$ cat src/sfw_pkg.sv
// Constants and types for the SPI F-RAM write-latch and opcode decoder.
//==============================================================================
//==============================================================================
package sfw_pkg;
    localparam logic [7:0] OP_SET_LATCH   = 8'h06;
    localparam logic [7:0] OP_CLR_LATCH   = 8'h04;
    localparam logic [7:0] OP_STATUS_RD   = 8'h05;
    localparam logic [7:0] OP_STATUS_WR   = 8'h01;
    localparam logic [7:0] OP_WRITE_MASK  = 8'hF7;
    localparam logic [7:0] OP_WRITE_BASE  = 8'h02;
    localparam logic [7:0] OP_READ_BASE   = 8'h03;
    localparam logic [7:0] OP_WRITE_HIGH  = 8'h0A;
    localparam int         OP_ABIT_POS    = 3;
    localparam int         ADDR_W         = 9;
    localparam int         ST_LATCH_BIT   = 1;
    localparam int         ST_PSEL_LO_BIT = 2;
    localparam int         ST_PSEL_HI_BIT = 3;
    localparam logic [7:0] STATUS_RESET   = 8'h00;
    localparam logic [3:0] BITCNT_LAST    = 4'h7;

    typedef enum logic [4:0] {
        SFW_IDLE   = 5'b00001,
        SFW_OPCODE = 5'b00010,
        SFW_ADDR   = 5'b00100,
        SFW_DATA   = 5'b01000,
        SFW_IGNORE = 5'b10000
    } sfw_state_e;

    typedef struct packed {
        logic cs_n;
        logic sck;
        logic mosi;
    } sfw_pins_s;

    typedef struct packed {
        logic       valid;
        logic [8:0] addr;
        logic [7:0] data;
    } sfw_wr_s;
endpackage

$ cat src/sfw_sync.sv
// Two-flop synchroniser bank for the SPI pins.
`timescale 1ns/1ps
`default_nettype none
module sfw_sync #(
    parameter int WIDTH = 3
) (
    // Clock
    input  wire logic             sys_clk_i,
    // Data
    input  wire logic [WIDTH-1:0] async_i,
    output var  logic [WIDTH-1:0] sync_o
);
    initial begin
        if (WIDTH < 1) $error("sfw_sync: WIDTH must be positive.");
    end
    logic [WIDTH-1:0] stage1;
    always_ff @(posedge sys_clk_i) begin
        stage1 <= async_i;
        sync_o <= stage1;
    end
endmodule
`default_nettype wire

$ cat src/sfw_core.sv
// SPI F-RAM command interpreter: write latch, status register, opcode decode.
`timescale 1ns/1ps
`default_nettype none
module sfw_core #(
    parameter bit SILICON_BUG = 1'b1
) (
    // Clock and reset
    input  wire logic             sys_clk_i,
    input  wire logic             srst_i,
    // SPI pins
    input  wire logic             cs_n_i,
    input  wire logic             sck_i,
    input  wire logic             mosi_i,
    output logic                  miso_o,
    output logic                  miso_oe_n_o,
    // Memory write port
    output sfw_pkg::sfw_wr_s      mem_wr_o,
    // Status view
    output logic [7:0]            status_o
);
    sfw_pkg::sfw_pins_s pins;
    logic [2:0]         pins_raw;
    assign pins_raw = {cs_n_i, sck_i, mosi_i};

    sfw_sync #(.WIDTH(3)) u_sync (
        .sys_clk_i (sys_clk_i),
        .async_i   (pins_raw),
        .sync_o    (pins)
    );

    //==========================================================================
    // Edge detection on the sampled pins
    //==========================================================================
    logic sck_q;
    logic cs_n_q;
    always_ff @(posedge sys_clk_i) begin
        if (srst_i) begin
            sck_q  <= 1'b0;
            cs_n_q <= 1'b1;
        end else begin
            sck_q  <= pins.sck;
            cs_n_q <= pins.cs_n;
        end
    end
    logic sck_rise;
    logic sck_fall;
    logic cs_start;
    logic cs_end;
    assign sck_rise = pins.sck & ~sck_q & ~pins.cs_n;
    assign sck_fall = ~pins.sck & sck_q & ~pins.cs_n;
    assign cs_start = ~pins.cs_n & cs_n_q;
    assign cs_end   = pins.cs_n & ~cs_n_q;

    //==========================================================================
    // Byte shifter
    //==========================================================================
    logic [3:0] bit_cnt;
    logic [7:0] shift;
    logic [7:0] next_shift;
    logic       byte_done;
    assign next_shift = {shift[6:0], pins.mosi};
    assign byte_done  = sck_rise && (bit_cnt == sfw_pkg::BITCNT_LAST);
    always_ff @(posedge sys_clk_i) begin
        if (srst_i || cs_start) begin
            bit_cnt <= 4'h0;
            shift   <= 8'h00;
        end else if (sck_rise) begin
            shift   <= next_shift;
            bit_cnt <= byte_done ? 4'h0 : bit_cnt + 4'h1;
        end
    end

    //==========================================================================
    // Command state machine
    //==========================================================================
    sfw_pkg::sfw_state_e state;
    logic [7:0] opcode;
    logic [8:0] addr;
    logic       is_write;
    logic       is_read;
    logic       is_stwr;
    logic       is_strd;
    logic       did_write;
    logic       did_high_write;
    logic       latch;
    logic [1:0] psel;

    assign is_write = (opcode & sfw_pkg::OP_WRITE_MASK) == sfw_pkg::OP_WRITE_BASE;
    assign is_read  = (opcode & sfw_pkg::OP_WRITE_MASK) == sfw_pkg::OP_READ_BASE;
    assign is_stwr  = opcode == sfw_pkg::OP_STATUS_WR;
    assign is_strd  = opcode == sfw_pkg::OP_STATUS_RD;

    always_ff @(posedge sys_clk_i) begin
        if (srst_i || pins.cs_n) begin
            state <= sfw_pkg::SFW_IDLE;
        end else begin
            case (state)
                sfw_pkg::SFW_IDLE: begin
                    state <= sfw_pkg::SFW_OPCODE;
                end
                sfw_pkg::SFW_OPCODE: begin
                    if (byte_done) begin
                        if (((next_shift & sfw_pkg::OP_WRITE_MASK) == sfw_pkg::OP_WRITE_BASE) ||
                            ((next_shift & sfw_pkg::OP_WRITE_MASK) == sfw_pkg::OP_READ_BASE)) begin
                            state <= sfw_pkg::SFW_ADDR;
                        end else if (next_shift == sfw_pkg::OP_STATUS_WR ||
                                     next_shift == sfw_pkg::OP_STATUS_RD) begin
                            state <= sfw_pkg::SFW_DATA;
                        end else begin
                            state <= sfw_pkg::SFW_IGNORE;
                        end
                    end
                end
                sfw_pkg::SFW_ADDR: begin
                    if (byte_done) state <= sfw_pkg::SFW_DATA;
                end
                sfw_pkg::SFW_DATA: begin
                    if (byte_done && (is_stwr || is_strd)) state <= sfw_pkg::SFW_IGNORE;
                end
                sfw_pkg::SFW_IGNORE: begin
                    state <= sfw_pkg::SFW_IGNORE;
                end
                default: begin
                    state <= sfw_pkg::SFW_IDLE;
                end
            endcase
        end
    end

    always_ff @(posedge sys_clk_i) begin
        if (srst_i) begin
            opcode <= 8'h00;
        end else if (state == sfw_pkg::SFW_OPCODE && byte_done) begin
            opcode <= next_shift;
        end
    end

    // Address bit 8 comes from the opcode, the low byte from the address phase.
    always_ff @(posedge sys_clk_i) begin
        if (srst_i) begin
            addr <= 9'h000;
        end else if (state == sfw_pkg::SFW_ADDR && byte_done) begin
            addr <= {opcode[sfw_pkg::OP_ABIT_POS], next_shift};
        end else if (state == sfw_pkg::SFW_DATA && byte_done && is_write) begin
            addr <= addr + 9'h001;
        end
    end

    //==========================================================================
    // Memory write strobe; data only lands while the latch is set
    //==========================================================================
    always_ff @(posedge sys_clk_i) begin
        if (srst_i) begin
            mem_wr_o <= '0;
        end else begin
            mem_wr_o.valid <= state == sfw_pkg::SFW_DATA && byte_done && is_write && latch;
            mem_wr_o.addr  <= addr;
            mem_wr_o.data  <= next_shift;
        end
    end

    // Remember whether this frame did a write so the clear waits for chip select.
    always_ff @(posedge sys_clk_i) begin
        if (srst_i || cs_start) begin
            did_write      <= 1'b0;
            did_high_write <= 1'b0;
        end else if (state == sfw_pkg::SFW_DATA && byte_done && latch && (is_write || is_stwr)) begin
            did_write      <= 1'b1;
            did_high_write <= opcode == sfw_pkg::OP_WRITE_HIGH;
        end
    end

    //==========================================================================
    // Write-enable latch and protect selects
    //==========================================================================
    always_ff @(posedge sys_clk_i) begin
        if (srst_i) begin
            latch <= 1'b0;
        end else if (state == sfw_pkg::SFW_OPCODE && byte_done && next_shift == sfw_pkg::OP_SET_LATCH) begin
            latch <= 1'b1;
        end else if (state == sfw_pkg::SFW_OPCODE && byte_done && next_shift == sfw_pkg::OP_CLR_LATCH) begin
            latch <= 1'b0;
        end else if (cs_end && did_write && !(SILICON_BUG && did_high_write)) begin
            latch <= 1'b0;
        end
    end

    // The latch bit in a status write is discarded; only the selects store.
    always_ff @(posedge sys_clk_i) begin
        if (srst_i) begin
            psel <= 2'b00;
        end else if (state == sfw_pkg::SFW_DATA && byte_done && is_stwr && latch) begin
            psel <= {next_shift[sfw_pkg::ST_PSEL_HI_BIT], next_shift[sfw_pkg::ST_PSEL_LO_BIT]};
        end
    end

    logic [7:0] status_now;
    always_comb begin
        status_now = sfw_pkg::STATUS_RESET;
        status_now[sfw_pkg::ST_LATCH_BIT]  = latch;
        status_now[sfw_pkg::ST_PSEL_LO_BIT] = psel[0];
        status_now[sfw_pkg::ST_PSEL_HI_BIT] = psel[1];
    end
    always_ff @(posedge sys_clk_i) begin
        if (srst_i) begin
            status_o <= sfw_pkg::STATUS_RESET;
        end else begin
            status_o <= status_now;
        end
    end

    //==========================================================================
    // Status read output, shifted on the falling clock edge
    //==========================================================================
    // The whole status byte is loaded, because the falling edge that closes the
    // opcode byte already presents the top bit for the host's next rising edge.
    logic [7:0] out_sr;
    always_ff @(posedge sys_clk_i) begin
        if (srst_i || pins.cs_n) begin
            out_sr      <= 8'h00;
            miso_o      <= 1'b0;
            miso_oe_n_o <= 1'b1;
        end else if (state == sfw_pkg::SFW_OPCODE && byte_done && next_shift == sfw_pkg::OP_STATUS_RD) begin
            out_sr      <= status_now;
            miso_o      <= status_now[7];
            miso_oe_n_o <= 1'b0;
        end else if (sck_fall && !miso_oe_n_o) begin
            miso_o <= out_sr[7];
            out_sr <= {out_sr[6:0], 1'b0};
        end
    end

    //==========================================================================
    // Checks
    //==========================================================================
    chk_reserved_zero: assert property (@(posedge sys_clk_i) disable iff (srst_i)
        status_o[0] == 1'b0 && status_o[7:4] == 4'h0) else $error("Reserved status bits nonzero.");
    chk_latch_set: assert property (@(posedge sys_clk_i) disable iff (srst_i)
        (state == sfw_pkg::SFW_OPCODE && byte_done && next_shift == sfw_pkg::OP_SET_LATCH)
        |=> latch) else $error("Latch not set by set command.");
    chk_latch_clr: assert property (@(posedge sys_clk_i) disable iff (srst_i)
        (state == sfw_pkg::SFW_OPCODE && byte_done && next_shift == sfw_pkg::OP_CLR_LATCH)
        |=> !latch) else $error("Latch not cleared by clear command.");
    chk_write_gated: assert property (@(posedge sys_clk_i) disable iff (srst_i)
        mem_wr_o.valid |-> $past(latch)) else $error("Write without latch.");
    chk_clear_at_end: assert property (@(posedge sys_clk_i) disable iff (srst_i)
        (cs_end && did_write && !did_high_write && latch) |=> !latch) else $error("Latch kept after write.");
    chk_high_keeps: assert property (@(posedge sys_clk_i) disable iff (srst_i)
        (SILICON_BUG && cs_end && did_write && did_high_write && latch) |=> latch)
        else $error("High write cleared latch.");
    chk_no_midframe: assert property (@(posedge sys_clk_i) disable iff (srst_i)
        ($fell(latch) && !pins.cs_n) |-> (opcode == sfw_pkg::OP_CLR_LATCH || shift == sfw_pkg::OP_CLR_LATCH))
        else $error("Latch cleared mid-frame.");
    chk_high_addr: assert property (@(posedge sys_clk_i) disable iff (srst_i)
        mem_wr_o.valid && opcode == sfw_pkg::OP_WRITE_HIGH |-> mem_wr_o.addr[8]) else $error("Address bit 8 lost.");
    chk_status_mirror: assert property (@(posedge sys_clk_i) disable iff (srst_i)
        ##1 status_o[sfw_pkg::ST_LATCH_BIT] == $past(latch)) else $error("Status latch bit stale.");
    cov_high_write: cover property (@(posedge sys_clk_i) mem_wr_o.valid && mem_wr_o.addr[8]);
    cov_status_wr: cover property (@(posedge sys_clk_i) state == sfw_pkg::SFW_DATA && byte_done && is_stwr);
    cov_status_rd: cover property (@(posedge sys_clk_i) !miso_oe_n_o);
    cov_high_read: cover property (@(posedge sys_clk_i) state == sfw_pkg::SFW_DATA && is_read && addr[8]);
endmodule
`default_nettype wire

$ cat config.mk
export PLATFORM = sky130hd
export DESIGN_NAME = sfw_core
export DESIGN_NICKNAME = d
export VERILOG_FILES = /design/src/sfw_pkg.sv /design/src/sfw_sync.sv /design/src/sfw_core.sv
export SDC_FILE = /design/constraint.sdc
export NUM_CORES = 1
export LEC_CHECK = 0
export BUFFER_PORTS_ARGS = -buffer_cell sky130_fd_sc_hd__buf_2
export CORE_MARGIN = 10
export CORE_UTILIZATION = 35
export CTS_CLUSTER_DIAMETER = 120
export DETAILED_ROUTE_END_ITERATION = 8
export PLACE_DENSITY = 0.57
export SETUP_SLACK_MARGIN = 0.5
export SLEW_MARGIN = 20
export SYNTH_ARGS = -nofsm -noshare
export SYNTH_HDL_FRONTEND = slang
export SYNTH_SLANG_ARGS = --single-unit
$ cat constraint.sdc
create_clock -name sys_clk_i -period 4.8 [get_ports sys_clk_i]
set_input_delay 0.72 -clock sys_clk_i [delete_from_list [all_inputs] [get_ports sys_clk_i]]
set_output_delay 0.72 -clock sys_clk_i [all_outputs]
set_load 0.05 [all_outputs]
-- Yosys cells after proc, flatten, opt, wreduce, memory -nomap -nowiden
Index checks and enable logic that the tools add are counted.
- bits in registers: 81
- input port bits: 5
- output and inout port bits: 28
- add/subtract/negate cells: 2
- eq/ne operators: 19
- muxes and demuxes: 14
- bitwise gates (word level): 10
- reduce and logical (&&, ||, !) cells: 30
- operators by type and width (operator ; count):
    8-bit by 3-bit == test with 1-bit output (second input constant) ; 4
    5-bit two-way mux ; 5
    5-bit case mux with 5 select lines ; 1
    7-bit by 2-bit == test with 1-bit output (second input constant) ; 3
    9-bit two-way mux ; 2
    1-bit logical AND ; 17
    8-bit by 1-bit == test with 1-bit output (second input constant) ; 2
    4-bit two-way mux ; 3
    9-bit by 1-bit adder with 9-bit output (second input constant) ; 1
    8-bit by 4-bit == test with 1-bit output (second input constant) ; 1
    1-bit bitwise AND ; 6
    1-bit logical OR ; 6
    2-bit inequality test (second input constant) ; 3
    5-bit by 1-bit == test with 1-bit output (second input constant) ; 1
    5-bit by 2-bit == test with 1-bit output (second input constant) ; 1
    5-bit by 3-bit == test with 1-bit output (second input constant) ; 1
    5-bit by 4-bit == test with 1-bit output (second input constant) ; 1
    5-bit == test (second input constant) ; 1
    4-bit by 1-bit adder with 4-bit output (second input constant) ; 1
    4-bit by 3-bit == test with 1-bit output (second input constant) ; 1
    1-bit NOT ; 4
    2-bit nonzero test ; 2
    1-bit two-way mux ; 3
    3-bit AND reduction ; 1
    other kinds (3) ; 4

-- Depth between registers and ports, before layout
- depth after elaboration: 8
- mapped depth: 7
- gate-level depth less buffers: 6

-- Hierarchy
A second synthesis with hierarchy kept.
- cells, all modules: 347
- area total of the unflattened synthesis: 3078.0 µm²
- by module, submodules not included (module ; instances ; cells an instance ; area an instance (µm²) ; seq. area each (µm²)):
    sfw_core ; 1 ; 341 ; 2957.8 ; 1401.3
    sfw_sync ; 1 ; 6 ; 120.1 ; 120.1

-- Worst setup path before layout
OpenSTA, ideal clock, no wires.
- path type: reg-to-reg
- start: register opcode[4]
- end: register psel[0]
- setup time: 0.128 ns
- arrival: 2.084 ns
- data required time: 4.672 ns
- slack: 2.588 ns
- stages on the path, launching flop included: 7
- buffers on the path: 1
- cells stage by stage: dfxtp_1 > or4_4 > or4_1 > buf_6 > or4_4 > mux2i_1 > nor2_1
- longest elaborated chain between the ends: 3
- ends and longest elaborated chain (element ; line ; text):
    start: declaration ; sfw_core.sv:77 ; logic [7:0] opcode;
    start signal: assignment ; sfw_core.sv:134 ; opcode <= next_shift;
    8-bit by 1-bit == test with 1-bit output ; sfw_core.sv:90 ; assign is_stwr = opcode == sfw_pkg::OP_STATUS_WR;
    1-bit logical AND (2 in a row) ; sfw_core.sv:192 ; end else if (state == sfw_pkg::SFW_DATA && byte_done && is_stwr && latch) begin
    end signal: assignment ; sfw_core.sv:193 ; psel <= {next_shift[sfw_pkg::ST_PSEL_HI_BIT], next_shift[sfw_pkg::ST_PSEL_LO_BIT]};
    end: declaration ; sfw_core.sv:86 ; logic [1:0] psel;
Every way passes these cells.
A chain may end at the register's enable or synchronous reset.

-- Worst setup path in the final report
- start: register u_sync.sync_o[1]
- end: register addr[8]
- longest elaborated chain between the ends: 6
- elaborated cells between the ends (all ways): 8
- classes of those cells: 1 x mux; 2 x bitwise; 5 x reduce/logical
- ends and longest elaborated chain (element ; line ; text):
    start: declaration ; sfw_sync.sv:11 ; output var logic [WIDTH-1:0] sync_o
    start signal: assignment ; sfw_sync.sv:19 ; sync_o <= stage1;
    1-bit bitwise AND * (2 in a row) ; sfw_core.sv:49 ; assign sck_rise = pins.sck & ~sck_q & ~pins.cs_n;
    1-bit logical AND * ; sfw_core.sv:62 ; assign byte_done = sck_rise && (bit_cnt == sfw_pkg::BITCNT_LAST);
    1-bit logical AND (2 in a row) ; sfw_core.sv:144 ; end else if (state == sfw_pkg::SFW_DATA && byte_done && is_write) begin
    2-bit nonzero test (no line) ; -- ;
    end signal: assignment ; sfw_core.sv:143 ; addr <= {opcode[sfw_pkg::OP_ABIT_POS], next_shift};
    end signal: assignment ; sfw_core.sv:145 ; addr <= addr + 9'h001;
    end: declaration ; sfw_core.sv:78 ; logic [8:0] addr;
Every way passes the cells marked *; elsewhere a longest branch is shown, timed or not.

==> flow_summary_export.csv <==
group,metric,value,unit
worst_setup_path,slowest_stage,"nor4_2",
timing,hold_violations,0,
placed_design,io_buffers,27,
floorplan,io_pins,33,
finish,n_fill_cell,850,
placed_design,dp.final_hpwl,4382,microns
worst_setup_path,crit_chain,"or3b_1 > nor4_2 > a31oi_1 > o21ai_0 > a31oi_1",
route,drtPass1Iterations,5,
route,drc_errors,0,
synth,syn_area,2969,sq um
floorplan,die_x,112.1,microns
worst_setup_path,end_kind,"register",
floorplan,chipHeight,112.1,microns
grt,overflow,0,
grt,grt_max_degree,43,
clocking,clkSlewWorstSetupHoldPaths,0.08,ns
finish,multi_input_area,1343,sq um
clocking,clockRootBuffer,"clkbuf_8",
placed_design,post-place-ws,2.067,ns
timing,fin_setup_tns,0,ns
pwr,power_density,360.5,nW/um^2
worst_setup_path,reg2reg_depth,5,
clocking,clockBufferDepth,2,
clocking,cts_tree,"done",
finish,diodes,0,
floorplan,coreArea,8217,sq um
finish,layout-drive-gt1-share,15.80,%
placed_design,gp_congestion,0.8433,
synth,ys_ff_latch,76,
worst_setup_path,start_kind,"register",
timing,worst_slack,1.987,ns
timing,fin_crit_sh,58.61,%
clocking,cts_num_sinks,76,
worst_setup_path,cp.required,5.01,ns
timing,rsz0062_at_grt,"false",
synth,synthAdderAreaFrac,0.8428,%
route,drt-initial-drc-count,202,
synth,ys.flop_type,"dfxtp_1",
timing,skew,0.01132,ns
synth,synth_xor_area_share,0.5900,%
timing,whs,0.3337,ns
worst_setup_path,cp.arrival,3.02,ns
synth,synth-edff-count,0,
clocking,insertion_delay,0.35,ns
synth,synth_top_family_by_area,"simple AND/OR/NAND/NOR gates",
worst_hold_path,min-delay-start,"u_sync.stage1[1]",
grt,grt_pass1_vias,2210,
worst_setup_path,ff2ff_setup_slack,1.99,ns
synth,synthCells,319,
worst_hold_path,hold_depth,0,
timing,final_max_slew_viol_count,0,
floorplan,die_area,12570,sq um
timing,period_minus_slack,2.813,ns
finish,regArea,1521,sq um
route,drt-total-wl,6321,microns
floorplan,initial_core_util,36.14,%
worst_hold_path,hold_path.class,"register to register",
worst_setup_path,r2r-start,"u_sync.sync_o[1]",
worst_setup_path,critical_path_class,"register to register",
timing,relSlewSlack,32.88,%
grt,grt_use_total,10.21,%
clocking,holdBufCountCts,0,
timing,finalSetupViolCount,0,
synth,synth_simple_gate_area_share,24.40,%
clocking,cts_setup_buffers,0,
timing,fmax,355.4,MHz
run,drv_cap,0,
timing,tightest_slew,0.9985,ns
synth,ys_seq_area_share,51.24,%
worst_setup_path,worstReg2RegEnd,"addr[8]",
clocking,cts_resized,0,
synth,avgSynthCellArea,9.308,sq um
route,antenna_left,0,
finish,final_nets,350,
worst_setup_path,cp_common_cell,"a31oi_1",
route,viasPerCell,5.020,
pwr,leakagePower,1.285,nW
worst_setup_path,max_stage_delay,0.95,ns
synth,yosys_warnings,0,
synth,synthMuxAreaShare,5.731,%
outcome,status,"finished, final reports clean",
clocking,cts_buffers,9,
clocking,h-tree-depth,3,
synth,synthArstFlopShare,0,%
grt,grt_pass1_wl,10740,microns
synth,synth_compound_area_share,12.31,%
finish,syn_to_final_growth,14.67,%
pwr,irDropWorstVdd,147.8,uV
worst_setup_path,path_max_fanout,16,
synth,synth_cell_types,53,
floorplan,num_rows,33,
route,via_count,2274,
worst_hold_path,min_to,"u_sync.sync_o[1]",
route,post_drt_wl_per_cell,13.95,microns
grt,antenna_found_initial,0,
==> cell families (layout without fill, tap and decap cells) <==
logic type                 after synthesis  after routing
buffers and inverters                   30             55
adders and majority gates                2              2
muxes                                   17             17
xor gates and xnor gates                 2              2
other                                    1              5
AOI/OAI and AO/OA                       58             58
and+or+nand+nor                        133            133
DFF                                     76             76
==> cell type report <==
| type | instances | share of cell area, % |
|---|---|---|
| sequential | 76 | 44.69 |
| multi-input combinational | 217 | 39.43 |
| timing repair buffer | 28 | 4.190 |
| clock buffer | 10 | 4.043 |
| tap | 105 | 3.859 |
| clock inverter | 6 | 2.573 |
| inverter | 11 | 1.213 |
==> worst max-delay path by stage <==
stage	from	end	slack, ns
4_1_cts	u_sync.sync_o[1]	addr[8]	2.06
6_report	u_sync.sync_o[1]	addr[8]	1.99
3_3_place_gp	u_sync.sync_o[1]	addr[5]	2.17
3_5_place_dp	u_sync.sync_o[1]	addr[8]	2.07
5_1_grt	u_sync.sync_o[1]	addr[2]	1.72
2_1_floorplan	opcode[4]	psel[0]	2.59
==> registers in the layout, indices dropped and copies added (netlist names) <==
name / count
bit_cnt: 4
did_high_write: 1
sck_q: 1
opcode: 8
latch: 1
cs_n_q: 1
miso_o: 1
addr: 9
status_o: 3
shift: 7
did_write: 1
u_sync.stage1: 3
state: 5
psel: 2
mem_wr_o: 18
u_sync.sync_o: 3
miso_oe_n_o: 1
out_sr: 7
==> cells in the mapped netlist, drive strengths merged (8+ instances only) <==
library cell   n  area, sq um
nor2b         18        112.6
buf           10        66.32
inv           10        37.54
o21ai          8        40.03
dfxtp         76         1521
clkbuf         9        33.78
nor3           8        51.30
nand2         28        105.1
a21oi         26        130.1
mux2i         17        170.2
nor2          32        120.1
nor4           8        56.30
==> where the power goes <==
| part | total (mW) | switching, mW | internal [mW] |
|---|---|---|---|
| clock network | 0.545 | 0.239 | 0.307 |
| logic | 0.0399 | 0.0309 | 0.00899 |
| registers | 0.642 | 0.00582 | 0.636 |
==> worst max-delay path: cells and delay by family, from the launching register on <==
family / cells / cell delay, ns
AOI/OAI and AO/OA: 3 / 0.72
DFF: 1 / 0.41
and+or+nand+nor: 2 / 1.54
==> cell usage in the layout, fill, tap and decap left out, drive strengths merged, types with 4 or more instances in the layout <==
cell type and instances:
o21ai 8, buf 28, or4 5, nor2b 18, nor4 8, nand2 28, nand3 5, nand2b 4
dfxtp 76, clkbuf 10, nor2 32, conb 5, a32oi 5, mux2i 17, nor3 8, inv 10
clkinv 5, a21oi 26
==> stage by stage <==
stage	instances	instance area (sq um)	util, %	power (mW)
2_1_floorplan	323	2984	-	0.6900
3_3_place_gp	437	3171	38.59	0.6960
3_5_place_dp	437	3171	38.59	0.6961
4_1_cts	453	3396	41.33	1.239
5_1_grt	453	3405	41.43	1.272
6_report	453	3405	41.43	1.227
==> routing by layer <==
metal	GRT usage [%]	up-vias	part of all wire (%)
met5	0	-	0
li1	-	1167	-
met3	3.514	7	6.5
met2	14.68	51	43
met1	13.14	1049	49
met4	5.330	0	1.5
(Power assumes the default switching activity.)
